==> src/inc/ddp_pkg.sv <==
// Constants, command codes and carrier types of the byte-wide DRAM pin block.
// Assumes one system clock that samples every pin synchronously.
package ddp_pkg;

  localparam int unsigned DATA_W = 8;
  localparam int unsigned HALF_W = 4;
  localparam int unsigned ADDR_W = 14;
  localparam int unsigned BANK_W = 3;
  localparam int unsigned BEATS = 8;
  localparam int unsigned CNT_W = 3;

  // Mode-load slot that carries the termination controls
  localparam logic [BANK_W-1:0] MR_TERM_BANK = 3'h1;
  localparam int unsigned TERM_DIS_BIT = 0;
  localparam int unsigned STROBE_EN_BIT = 11;
  localparam logic TERM_DIS_RST = 1'b0;
  localparam logic STROBE_EN_RST = 1'b0;
  localparam logic BYTE_WIDE_RST = 1'b1;
  localparam logic [CNT_W-1:0] CNT_LAST = 3'h7;

  typedef struct packed {
    logic cs_n;
    logic ras_n;
    logic cas_n;
    logic we_n;
  } ddp_cmd_pins_t;

  typedef enum logic [3:0] {
    CMD_DESEL,
    CMD_NOP,
    CMD_ACT,
    CMD_READ,
    CMD_WRITE,
    CMD_PRE,
    CMD_REF,
    CMD_MODE,
    CMD_ZQ
  } ddp_cmd_t;

  typedef enum logic [1:0] {
    ST_IDLE,
    ST_WRITE,
    ST_READ
  } ddp_state_t;

  typedef struct packed {
    logic [DATA_W-1:0] dq;
    logic dqs;
    logic dqs_n;
    logic mask;
    logic strobe_n;
  } ddp_term_t;

  typedef struct packed {
    logic [DATA_W-1:0] data;
    logic valid;
  } ddp_beat_t;

endpackage

==> src/logic/ddp_pin_core.sv <==
// Pin behaviour of a byte-wide DDR DRAM: commands, termination, data and strobes.
// Assumes all pins are synchronous to clk_sys_i and the controller obeys burst timing.
`timescale 1ns/1ps
module ddp_pin_core
  import ddp_pkg::*;
(
  // Clock and reset
  input wire logic clk_sys_i,
  input wire logic rst_n_i,
  // Configuration strap
  input wire logic byte_wide_i,
  // Differential clock pins
  input wire logic diff_clock_true_i,
  input wire logic diff_clock_comp_i,
  // Command and address pins
  input wire ddp_cmd_pins_t cmd_pins_i,
  input wire logic [ADDR_W-1:0] addr_i,
  input wire logic [BANK_W-1:0] bank_i,
  input wire logic termination_enable_i,
  // Data pins
  input wire logic [DATA_W-1:0] dq_i,
  output logic [DATA_W-1:0] dq_o,
  output logic [DATA_W-1:0] dq_oe_o,
  input wire logic dqs_i,
  output logic dqs_o,
  output logic dqs_n_o,
  output logic dqs_oe_o,
  input wire logic write_mask_i,
  output logic term_strobe_o,
  output logic term_strobe_n_o,
  output logic term_strobe_oe_o,
  // Termination control
  output ddp_term_t term_o,
  // Array side
  output ddp_beat_t wr_beat_o,
  input wire logic [DATA_W-1:0] rd_data_i,
  output logic rd_take_o,
  output ddp_cmd_t cmd_o,
  output logic cmd_valid_o
);

  logic true_rise;
  logic comp_fall;
  logic crossing;
  logic dqs_edge;
  ddp_cmd_t cmd_dec;
  logic strap_done_q;
  logic byte_wide_q;
  logic term_dis_q;
  logic strobe_en_q;
  logic odt_q;
  ddp_state_t state_q;
  logic [CNT_W-1:0] cnt_q;
  ddp_beat_t beat_q;
  logic [DATA_W-1:0] dq_q;
  logic dqs_q;
  logic drive_q;
  ddp_term_t term_d;
  ddp_term_t term_q;
  logic [DATA_W-1:0] lane_en;
  ddp_cmd_t cmd_q;
  logic cmd_valid_q;

  ddp_edge_det #(.RISE(1'b1), .FALL(1'b0)) u_true_rise (
    .clk_sys_i(clk_sys_i),
    .rst_n_i(rst_n_i),
    .sig_i(diff_clock_true_i),
    .edge_o(true_rise)
  );

  ddp_edge_det #(.RISE(1'b0), .FALL(1'b1)) u_comp_fall (
    .clk_sys_i(clk_sys_i),
    .rst_n_i(rst_n_i),
    .sig_i(diff_clock_comp_i),
    .edge_o(comp_fall)
  );

  ddp_edge_det #(.RISE(1'b1), .FALL(1'b1)) u_dqs_edge (
    .clk_sys_i(clk_sys_i),
    .rst_n_i(rst_n_i),
    .sig_i(dqs_i),
    .edge_o(dqs_edge)
  );

  ddp_cmd_dec u_cmd_dec (
    .pins_i(cmd_pins_i),
    .cmd_o(cmd_dec)
  );

  // Command sampling point
  assign crossing = true_rise & comp_fall;

  // Strap caught at first edge after reset release
  always_ff @(posedge clk_sys_i or negedge rst_n_i) begin
    if (!rst_n_i) begin
      strap_done_q <= 1'b0;
      byte_wide_q <= BYTE_WIDE_RST;
    end else if (!strap_done_q) begin
      strap_done_q <= 1'b1;
      byte_wide_q <= byte_wide_i;
    end
  end

  // Registered command
  always_ff @(posedge clk_sys_i or negedge rst_n_i) begin
    if (!rst_n_i) begin
      cmd_q <= CMD_DESEL;
      cmd_valid_q <= 1'b0;
    end else begin
      cmd_valid_q <= crossing & (cmd_dec != CMD_DESEL);
      if (crossing) begin
        cmd_q <= cmd_dec;
      end
    end
  end

  assign cmd_o = cmd_q;
  assign cmd_valid_o = cmd_valid_q;

  // Mode-load termination controls
  always_ff @(posedge clk_sys_i or negedge rst_n_i) begin
    if (!rst_n_i) begin
      term_dis_q <= TERM_DIS_RST;
      strobe_en_q <= STROBE_EN_RST;
    end else if (crossing && cmd_dec == CMD_MODE && bank_i == MR_TERM_BANK) begin
      term_dis_q <= addr_i[TERM_DIS_BIT];
      strobe_en_q <= addr_i[STROBE_EN_BIT] & byte_wide_q;
    end
  end

  // Termination enable registered at the crossing
  always_ff @(posedge clk_sys_i or negedge rst_n_i) begin
    if (!rst_n_i) begin
      odt_q <= 1'b0;
    end else if (crossing) begin
      odt_q <= termination_enable_i;
    end
  end

  assign lane_en = byte_wide_q ? 8'hff : 8'h0f;

  always_comb begin
    term_d = '0;
    if (odt_q && !term_dis_q) begin
      term_d.dq = lane_en;
      term_d.dqs = 1'b1;
      term_d.dqs_n = 1'b1;
      term_d.mask = 1'b1;
      term_d.strobe_n = strobe_en_q;
    end
  end

  always_ff @(posedge clk_sys_i or negedge rst_n_i) begin
    if (!rst_n_i) begin
      term_q <= '0;
    end else begin
      term_q <= term_d;
    end
  end

  assign term_o = term_q;

  // Burst sequencer
  always_ff @(posedge clk_sys_i or negedge rst_n_i) begin
    if (!rst_n_i) begin
      state_q <= ST_IDLE;
      cnt_q <= '0;
    end else begin
      case (state_q)
        ST_IDLE: begin
          cnt_q <= '0;
          if (crossing && cmd_dec == CMD_WRITE) begin
            state_q <= ST_WRITE;
          end else if (crossing && cmd_dec == CMD_READ) begin
            state_q <= ST_READ;
          end
        end
        ST_WRITE: begin
          if (dqs_edge) begin
            cnt_q <= cnt_q + 3'h1;
            if (cnt_q == CNT_LAST) begin
              state_q <= ST_IDLE;
            end
          end
        end
        ST_READ: begin
          cnt_q <= cnt_q + 3'h1;
          if (cnt_q == CNT_LAST) begin
            state_q <= ST_IDLE;
          end
        end
        default: state_q <= ST_IDLE;
      endcase
    end
  end

  // Write capture on each strobe edge
  always_ff @(posedge clk_sys_i or negedge rst_n_i) begin
    if (!rst_n_i) begin
      beat_q <= '0;
    end else begin
      beat_q.valid <= 1'b0;
      if (state_q == ST_WRITE && dqs_edge) begin
        beat_q.data <= dq_i & lane_en;
        beat_q.valid <= !(write_mask_i && !strobe_en_q);
      end
    end
  end

  assign wr_beat_o = beat_q;

  // Read drive: data and strobe change together
  always_ff @(posedge clk_sys_i or negedge rst_n_i) begin
    if (!rst_n_i) begin
      dq_q <= '0;
      dqs_q <= 1'b0;
      drive_q <= 1'b0;
    end else begin
      drive_q <= (state_q == ST_READ);
      if (state_q == ST_READ) begin
        dq_q <= rd_data_i & lane_en;
        dqs_q <= ~dqs_q;
      end else begin
        dqs_q <= 1'b0;
      end
    end
  end

  assign rd_take_o = (state_q == ST_READ);
  assign dq_o = dq_q;
  assign dq_oe_o = drive_q ? lane_en : 8'h00;
  assign dqs_o = dqs_q;
  assign dqs_n_o = ~dqs_q;
  assign dqs_oe_o = drive_q;
  // Strobe balls never drive; only the complement ball terminates, and only with strobe mode on
  assign term_strobe_o = 1'b0;
  assign term_strobe_n_o = 1'b0;
  assign term_strobe_oe_o = 1'b0;
endmodule

==> src/logic/ddp_edge_det.sv <==
// Edge detector for a pin already synchronous to the system clock.
// Assumes the pin is sampled once per system clock.
`timescale 1ns/1ps
module ddp_edge_det #(
  parameter bit RISE = 1'b1,
  parameter bit FALL = 1'b1
) (
  // Clock and reset
  input wire logic clk_sys_i,
  input wire logic rst_n_i,
  // Pin and event
  input wire logic sig_i,
  output logic edge_o
);

  logic prev_q;
  logic seen_q;

  always_ff @(posedge clk_sys_i or negedge rst_n_i) begin
    if (!rst_n_i) begin
      prev_q <= 1'b0;
      seen_q <= 1'b0;
    end else begin
      prev_q <= sig_i;
      seen_q <= 1'b1;
    end
  end

  // No edge until the pin was sampled once after reset
  assign edge_o = seen_q & ((RISE & sig_i & ~prev_q) | (FALL & ~sig_i & prev_q));

endmodule

==> src/logic/ddp_cmd_dec.sv <==
// Command decoder for the four command pins.
// Assumes the pins are sampled at the clock crossing by the caller.
`timescale 1ns/1ps
module ddp_cmd_dec
  import ddp_pkg::*;
(
  // Sampled pins
  input wire ddp_cmd_pins_t pins_i,
  // Decoded command
  output ddp_cmd_t cmd_o
);

  always_comb begin
    if (pins_i.cs_n) begin
      cmd_o = CMD_DESEL;
    end else begin
      case ({pins_i.ras_n, pins_i.cas_n, pins_i.we_n})
        3'h7: cmd_o = CMD_NOP;
        3'h3: cmd_o = CMD_ACT;
        3'h5: cmd_o = CMD_READ;
        3'h4: cmd_o = CMD_WRITE;
        3'h2: cmd_o = CMD_PRE;
        3'h1: cmd_o = CMD_REF;
        3'h0: cmd_o = CMD_MODE;
        3'h6: cmd_o = CMD_ZQ;
        default: cmd_o = CMD_NOP;
      endcase
    end
  end

endmodule

==> config.mk <==
export PLATFORM = sky130hd
export DESIGN_NAME = ddp_pin_core
export DESIGN_NICKNAME = d
export VERILOG_FILES = /design/src/inc/ddp_pkg.sv /design/src/logic/ddp_pin_core.sv /design/src/logic/ddp_edge_det.sv /design/src/logic/ddp_cmd_dec.sv
export SDC_FILE = /design/constraint.sdc
export NUM_CORES = 1
export LEC_CHECK = 0
export ABC_AREA = 1
export BUFFER_PORTS_ARGS = -buffer_cell sky130_fd_sc_hd__buf_2
export CORE_MARGIN = 2
export CORE_UTILIZATION = 39
export CTS_CLUSTER_DIAMETER = 30
export DETAILED_ROUTE_END_ITERATION = 8
export PLACE_DENSITY = 0.7
export SYNTH_ARGS = -nofsm -noshare
export SYNTH_HDL_FRONTEND = slang
export SYNTH_SLANG_ARGS = --single-unit
==> constraint.sdc <==
create_clock -name clk_sys_i -period 3.4 [get_ports clk_sys_i]
set_input_delay 0.34 -clock clk_sys_i [delete_from_list [all_inputs] [get_ports clk_sys_i]]
set_output_delay 0.34 -clock clk_sys_i [all_outputs]
set_load 0.05 [all_outputs]
==> metrics, run 1 <==
status completed; top flip-flop cell by instance count after synthesis sky130_fd_sc_hd__dfrtp_1; post-route setup slack roughly 1.5 ns; simple-gate share of the synthesized area 25.3%; cts-stage hold buffer count 0; crit path max fanout 11; worst r2r src state_q[0]; placed wire-length estimate after detailed placement around 2700 um; placer congestion estimate 0.721; Reg2Reg Setup Slack ~1.6 ns; number of synthesis warnings 0; total global routing overflow 0; post-detailed-route DRC marker count 0; transition at the pin with the smallest max-transition slack 0.876 ns; standard-cell row count 25; Worst-Skew Late Latency between 0.2 and 0.3 ns; number of max-cap violations 0; non-filler instance count after layout 350; CTS root buf sky130_fd_sc_hd__clkbuf_8; placed inst area about 2200 um2; Switching Share roughly two fifths; Final nets 332; part of the power in the clock network 22.1%; maximum root-to-sink buffer count 2; depth of the most critical reg-to-reg path 7; Max stage delay on crit path 0.40 ns; area growth from synthesis to final layout 21.1%; horizontal die dimension 73.9 um; Placed Cells between 300 and 400; Synth Instances roughly 220; compound-cell area share of the yosys netlist around 5.4%; per-cell via count in the routed design 4.33; clock edge transition at the registers on the reported setup and hold paths 0.07 ns; worst path required time 3.06 ns; net switching power 0.535 mW; area share of xor/xnor cells in the synthesized design 0%; Post-Synthesis Mean Instance Area 8.79 um2; Cell Pwr Density between 500 and 600 nW/um2; Post-CTS Setup Bufs 0; Setup WS pre-CTS roughly 1.6 ns; Setup TNS 0 ns; EDFF count, synth 0; Avg WL per Cell about 10 um; maximum vdd drop 0.147 mV; main area contributors after synthesis sky130_fd_sc_hd__dfrtp_1 (51%), sky130_fd_sc_hd__nand2_1 (14%), sky130_fd_sc_hd__buf_4 (7.9%); data arrival time of the worst path about 1.5 ns; CTS HTree Levels 2; critical setup path kind flop to output port; most numerous cell in the Yosys netlist sky130_fd_sc_hd__nand2_1; 1st-pass router iterations 4; adder and majority cell fraction of the synthesized area 3.28%; leakage ~1.4 nW; core outline area roughly 4700 um2; CP Buf/Inv Count 2; DRT iter0 DRCs 61; combinational cell fraction of total power roughly 34%; setup repair after global routing missed its margin false; proportion of layout cells with a drive suffix above 1 between 30% and 40%; clock buffer count from CTS 5; Mapped Area 1910 um2; post-synth top area cell sky130_fd_sc_hd__dfrtp_1; vias in the first global route around 1300; count of input and output buffers a little under 80; synth cell count leaders sky130_fd_sc_hd__nand2_1 (72), sky130_fd_sc_hd__dfrtp_1 (39), sky130_fd_sc_hd__buf_4 (20), sky130_fd_sc_hd__inv_1 (20), sky130_fd_sc_hd__nor2_1 (14); GRT Total Usage approximately 14%; Worst Setup End Kind output port; area fraction of the dominant cell type after synthesis between 50% and 60%; total wire length after detailed routing 3530 um; global-route wire length before repair approximately 5800 um; Max Slew Vio Count 0; worst setup skew after layout roughly 0.0037 ns; Max Freq 537 MHz; total vias in the final route 1516; pin count of the biggest net entering global routing around 40; IO Pins between 90 and 100; min Tclk post-route around 1.9 ns; worst reg2reg endpoint cnt_q[2]; Routed Antenna Nets 0; part of the total power dissipated in sequential elements between 40 and 50%; largest delay contributor family on the critical path buffers and inverters; Max transition margin about two fifths; endpoints failing hold 0; synthesized flop and latch total 40; Die Y-Extent around 74 um; Post-Layout Inst Area 2310 um2; cell internal power dissipation slightly below 0.8 mW; share of synthesized area spent on multiplexers less than 1%; slowest library cell on the worst path sky130_fd_sc_hd__dfrtp_1; area enclosed by the die boundary about 5500 um2; number of distinct library cells after synthesis 27; largest family of logic cells by synthesized area simple AND/OR/NAND/NOR gates; number of diodes added for antenna fixing 0; worst min-delay path category primary input to asynchronous set/reset pin; CP Cell Sequence inv_1, ha_1, buf_2; number of antenna violations at the first check in global routing 0; kind of start point of the critical path flop; period utilisation layout a little over half; number of sinks handled by clock tree synthesis 40; sequential-to-total area share from yosys stat 52.6%; number of endpoints failing setup at the final stage 0; total of cells resized after clock tree synthesis 0; Post-synth ARST share 100%; TritonCTS clock tree done; Initial Util between 40% and 50%
[cell families (layout without fill, tap and decap cells)]
| group | after synthesis | in the layout |
|---|---|---|
| other | 2 | 4 |
| AO/OA/AOI/OAI | 17 | 17 |
| adder cells (fa/ha/maj) | 5 | 5 |
| AND/OR/NAND/NOR | 109 | 109 |
| flip-flops | 40 | 40 |
| buffers and inverters | 43 | 107 |
| multiplexers | 1 | 1 |
[registers in the layout, summed over array words and instances (netlist names)]
name,flops
cnt_q,3
dq_o,8
u_dqs_edge.seen_q,1
wr_beat_o,9
strobe_en_q,1
u_dqs_edge.prev_q,1
term_dis_q,1
state_q,2
u_true_rise.prev_q,1
byte_wide_q,1
cmd_valid_o,1
cmd_o,4
dqs_oe_o,1
dqs_o,1
odt_q,1
term_o,3
u_comp_fall.prev_q,1
[through the flow]
step                hold slack [ns]  utilization [%]  power [mW]
finish                        0.168             48.9        1.32
global route                  0.183             48.9        1.40
CTS                           0.188             48.9        1.34
detailed placement            0.446             47.2        1.05
global placement              0.445             47.2        1.04
floorplan                    0.0444                -       0.941
[worst reg2reg max path, stage by stage, from the launching register on]
cell                       delay (ns)
sky130_fd_sc_hd__dfrtp_1         0.40
sky130_fd_sc_hd__inv_1           0.09
sky130_fd_sc_hd__ha_1            0.40
sky130_fd_sc_hd__clkinv_1        0.36
sky130_fd_sc_hd__nand2_1         0.17
sky130_fd_sc_hd__o21ai_2         0.10
sky130_fd_sc_hd__nand2_1         0.07
sky130_fd_sc_hd__o21ai_0         0.07
[how the worst max path moves through the flow]
stage                 to  cells past startpoint        from
2_1_floorplan   cnt_q[0]                      8  state_q[0]
3_3_place_gp    cnt_q[2]                      7  state_q[0]
3_5_place_dp    cnt_q[2]                      7  state_q[0]
4_1_cts        rd_take_o                      3  state_q[0]
5_1_grt         cnt_q[2]                      7  state_q[0]
6_report       rd_take_o                      3  state_q[0]
[placed cells by master (no fill, tap or decap)]
master,Yosys,final
sky130_fd_sc_hd__nand3b_1,1,1
sky130_fd_sc_hd__conb_1,2,4
sky130_fd_sc_hd__or2_2,1,1
sky130_fd_sc_hd__nand2_2,1,1
sky130_fd_sc_hd__o21ai_0,12,12
sky130_fd_sc_hd__o21ai_2,1,1
sky130_fd_sc_hd__clkinv_1,1,1
sky130_fd_sc_hd__clkinv_2,0,1
sky130_fd_sc_hd__buf_2,2,78
sky130_fd_sc_hd__nor2_1,14,14
sky130_fd_sc_hd__inv_1,20,20
sky130_fd_sc_hd__clkbuf_1,0,2
sky130_fd_sc_hd__ha_1,5,5
sky130_fd_sc_hd__nor2_4,1,1
sky130_fd_sc_hd__dfrtp_1,39,39
sky130_fd_sc_hd__nor3_1,1,1
sky130_fd_sc_hd__nand3_4,1,1
sky130_fd_sc_hd__a21oi_4,1,1
sky130_fd_sc_hd__nor3b_1,1,1
sky130_fd_sc_hd__clkbuf_8,0,5
sky130_fd_sc_hd__nand2_1,72,72
sky130_fd_sc_hd__a21oi_1,2,2
sky130_fd_sc_hd__nor2_2,1,1
sky130_fd_sc_hd__nor3_4,1,1
sky130_fd_sc_hd__o31ai_1,1,1
sky130_fd_sc_hd__dfstp_2,1,1
sky130_fd_sc_hd__nand3_1,10,10
sky130_fd_sc_hd__mux2_2,1,1
sky130_fd_sc_hd__nand4_1,4,4
[layer usage]
metal  part of all wire [%]  track usage [%]  wire length, um
met5                      0                0                0
met4                    1.6             5.45               58
met3                    5.6             4.39              196
met2                     49             22.7             1730
met1                     44             17.1             1540
[power by group through the flow]
stage | Combinational (mW) | Clock (mW) | Sequential (mW)
finish | 0.454 | 0.293 | 0.578
global route | 0.492 | 0.327 | 0.586
CTS | 0.460 | 0.305 | 0.578
detailed placement | 0.459 | 0 | 0.587
global placement | 0.455 | 0 | 0.585
floorplan | 0.167 | 0 | 0.774
[layout make-up]
type | count | area [um2]
Fill cell | 470 | 2410
Sequential cell | 40 | 1000
Multi-Input combinational cell | 136 | 673
Timing Repair Buffer | 78 | 390
Tap cell | 67 | 83.8
Inverter | 21 | 78.8
Clock buffer | 7 | 76.3
Clock inverter | 1 | 5.00
(Power assumes the default switching activity.)
==> run 2, diff against run 1 <==
ABC_AREA = 0   (was 1)
clock period = 1.8 ns   (was 3.4 ns; I/O delays follow)
==> run 2 against run 1 <==
Combinational power increased to 4.3 times the previous value. Critical path depth unchanged. Worst setup slack got worse by 1.4 ns. First-iteration DRC count decreased by 1.6%. Largest power group is now combinational logic.
==> metrics, run 2 <==
final cell utilization of the core 51.3% (was 48.9%); sequential-to-total area share from yosys stat 55.1% (was 52.6%); slowest library cell on the worst path sky130_fd_sc_hd__dfrtp_1 (unchanged); global-route wire length before repair 5640 um (was 5800 um); per-cell via count in the routed design 4.77 (was 4.33); Post-Synthesis Mean Instance Area 11.2 um2 (was 8.79 um2); post-route setup slack 0.184 ns (was 1.54 ns); number of sinks handled by clock tree synthesis 40 (unchanged); leakage 1.21 nW (was 1.37 nW); total global routing overflow 0 (unchanged); Die Y-Extent 72.3 um (was 73.9 um); worst path required time 1.62 ns (was 3.06 ns); main area contributors after synthesis sky130_fd_sc_hd__dfrtp_1 (54%), sky130_fd_sc_hd__buf_4 (7.8%), sky130_fd_sc_hd__mux2_2 (5.6%) (was sky130_fd_sc_hd__dfrtp_1 (51%), sky130_fd_sc_hd__nand2_1 (14%), sky130_fd_sc_hd__buf_4 (7.9%)); maximum root-to-sink buffer count 2 (unchanged); vias in the first global route 1264 (was 1335); clock buffer count from CTS 5 (unchanged); Placed Cells 278 (was 342); number of antenna violations at the first check in global routing 0 (unchanged); most numerous cell in the Yosys netlist sky130_fd_sc_hd__dfrtp_1 (was sky130_fd_sc_hd__nand2_1); area growth from synthesis to final layout 24.4% (was 21.1%); data arrival time of the worst path 1.44 ns (was 1.52 ns); total wire length after detailed routing 3550 um (was 3530 um); non-filler instance count after layout 287 (was 350); Pwr Total 3.82 mW (was 1.32 mW); largest delay contributor family on the critical path buffers and inverters (unchanged); CTS HTree Levels 2 (unchanged); Routed Antenna Nets 0 (unchanged); placed inst area 2160 um2 (was 2230 um2); number of max-cap violations 0 (unchanged); Final nets 284 (was 332); Setup WS pre-CTS 0.211 ns (was 1.60 ns); number of synthesis warnings 0 (unchanged); Setup TNS 0 ns (unchanged); area fraction of the dominant cell type after synthesis 53.6% (was 51.2%); Post-CTS Setup Bufs 0 (unchanged); commonest cells after routing, fill and taps aside sky130_fd_sc_hd__buf_2 (78), sky130_fd_sc_hd__dfrtp_1 (39), sky130_fd_sc_hd__nand2_1 (17) (was sky130_fd_sc_hd__buf_2 (78), sky130_fd_sc_hd__nand2_1 (72), sky130_fd_sc_hd__dfrtp_1 (39)); number of diodes added for antenna fixing 0 (unchanged); synthesized flop and latch total 40 (unchanged); Worst Setup End Kind output port (unchanged); count of input and output buffers 78 (unchanged); min Tclk post-route 1.62 ns; synth cell count leaders sky130_fd_sc_hd__dfrtp_1 (39), sky130_fd_sc_hd__buf_4 (19), sky130_fd_sc_hd__nand2_1 (17), sky130_fd_sc_hd__inv_1 (11), sky130_fd_sc_hd__o21ai_0 (11) (was sky130_fd_sc_hd__nand2_1 (72), sky130_fd_sc_hd__dfrtp_1 (39), sky130_fd_sc_hd__buf_4 (20), sky130_fd_sc_hd__inv_1 (20), sky130_fd_sc_hd__nor2_1 (14)); CP Cell Sequence inv_1, ha_2, buf_2 (was inv_1, ha_1, buf_2); post-synth top area cell sky130_fd_sc_hd__dfrtp_1 (unchanged); total of cells resized after clock tree synthesis 0 (unchanged); GRT Total Usage 14.0% (was 13.9%); 1st-pass router iterations 4 (unchanged); standard-cell row count 24 (was 25); Post-Layout Inst Area 2260 um2 (was 2310 um2); kind of start point of the critical path flop (unchanged); CTS root buf sky130_fd_sc_hd__clkbuf_8 (unchanged); period utilisation layout about nine tenths; area enclosed by the die boundary 5230 um2 (was 5460 um2); Mapped Area 1820 um2 (was 1910 um2); IO Pins 94 (unchanged); top flip-flop cell by instance count after synthesis sky130_fd_sc_hd__dfrtp_1 (unchanged); pin count of the biggest net entering global routing 17 (was 41); Worst-Skew Late Latency 0.29 ns (was 0.28 ns); Max stage delay on crit path 0.41 ns (was 0.40 ns); CP Buf/Inv Count 2 (unchanged); placed wire-length estimate after detailed placement 2720 um (was 2690 um); number of endpoints failing setup at the final stage 0 (unchanged); Initial Util 41.2% (was 40.4%); post-detailed-route DRC marker count 0 (unchanged); placer congestion estimate 0.788 (was 0.721); proportion of layout cells with a drive suffix above 1 44.7% (was 33.2%); Post-synth ARST share 100% (unchanged); horizontal die dimension 72.3 um (was 73.9 um); TritonCTS clock tree done (unchanged); worst min-delay path category primary input to flop (was primary input to asynchronous set/reset pin); DRT iter0 DRCs 60 (was 61); total vias in the final route 1369 (was 1516); Avg WL per Cell 12.4 um (was 10.1 um); core outline area 4410 um2 (was 4720 um2); number of distinct library cells after synthesis 33 (was 27); Cell Pwr Density 1690 nW/um2 (was 573 nW/um2); maximum vdd drop 0.879 mV (was 0.147 mV); Max Freq between 600 and 700 MHz; endpoints failing hold 0 (unchanged); most common cell after layout, fill and taps aside sky130_fd_sc_hd__buf_2 (unchanged); WHS 0.0160 ns (was 0.168 ns); max reg flops 9 (unchanged); worst setup skew after layout 0.00404 ns (was 0.00367 ns); setup repair after global routing missed its margin false (unchanged); status completed (unchanged); clock edge transition at the registers on the reported setup and hold paths 0.07 ns (about the same); Max Slew Vio Count 0 (unchanged); EDFF count, synth 0 (unchanged); Synth Instances 163 (was 217); crit path max fanout 7 (was 11); critical setup path kind flop to output port (unchanged)
[run 2: area by class of cell]
cell class	instances	area, um2
Clock buffer	8	90.1
Fill cell	414	2150
Inverter	11	41.3
Multi-Input combinational cell	91	621
Sequential cell	40	1000
Tap cell	52	65.1
Timing Repair Buffer	85	445
[run 2: timing repair]
action,in CTS,in global routing
hold endpoints to repair,13,0
setup endpoints to repair,0,0
hold buffers,1,0
[run 2: kinds of logic (layout without fill, tap and decap cells)]
| logic type | count (synthesis) | in the layout | share of synthesized area (%) |
|---|---|---|---|
| AO/OA/AOI/OAI | 22 | 22 | 7.49 |
| adder cells (fa/ha/maj) | 6 | 6 | 3.99 |
| XOR/XNOR | 2 | 2 | 0.962 |
| buffers and inverters | 34 | 104 | 11.4 |
| other | 2 | 4 | 0.413 |
| AND/OR/NAND/NOR | 44 | 44 | 12.3 |
| flip-flops | 40 | 40 | 55.1 |
| multiplexers | 13 | 13 | 8.39 |
[run 2: power by group]
group	total, mW	internal (mW)	switching, mW	leakage, nW
Clock	0.605	0.313	0.292	0.0455
Sequential	1.25	1.13	0.127	0.510
Combinational	1.96	0.491	1.47	0.658
Total	3.82	1.93	1.89	1.21
[run 2: path summary, 6_finish.rpt]
check                                     endpoint  cells after the start              start  slack, ns
worst max register to register        wr_beat_o[4]                      5         state_q[1]       0.20
worst max-delay path                     rd_take_o                      3         state_q[0]       0.18
min in group asynchronous                 cmd_o[1]                      2            rst_n_i       0.33
worst min register to register               dqs_o                      1              dqs_o       0.44
max in group asynchronous              byte_wide_q                      3            rst_n_i       0.87
worst min-delay path            u_comp_fall.prev_q                      1  diff_clock_comp_i       0.02
[run 2: worst reg2reg max path: cells and delay by family (launching register included)]
family / cells / cell delay, ns
adders and majority gates: 1 / 0.23
buffers and inverters: 2 / 0.34
DFF: 1 / 0.40
muxes: 1 / 0.30
and+or+nand+nor: 1 / 0.21
[run 2: routing by layer]
layer / wire, um / vias to the layer above / track usage [%]
met5: 0 / - / 0
met4: 44 / 0 / 4.40
met3: 300 / 6 / 5.00
met2: 1650 / 63 / 23.9
met1: 1560 / 635 / 16.6
li1: - / 665 / -
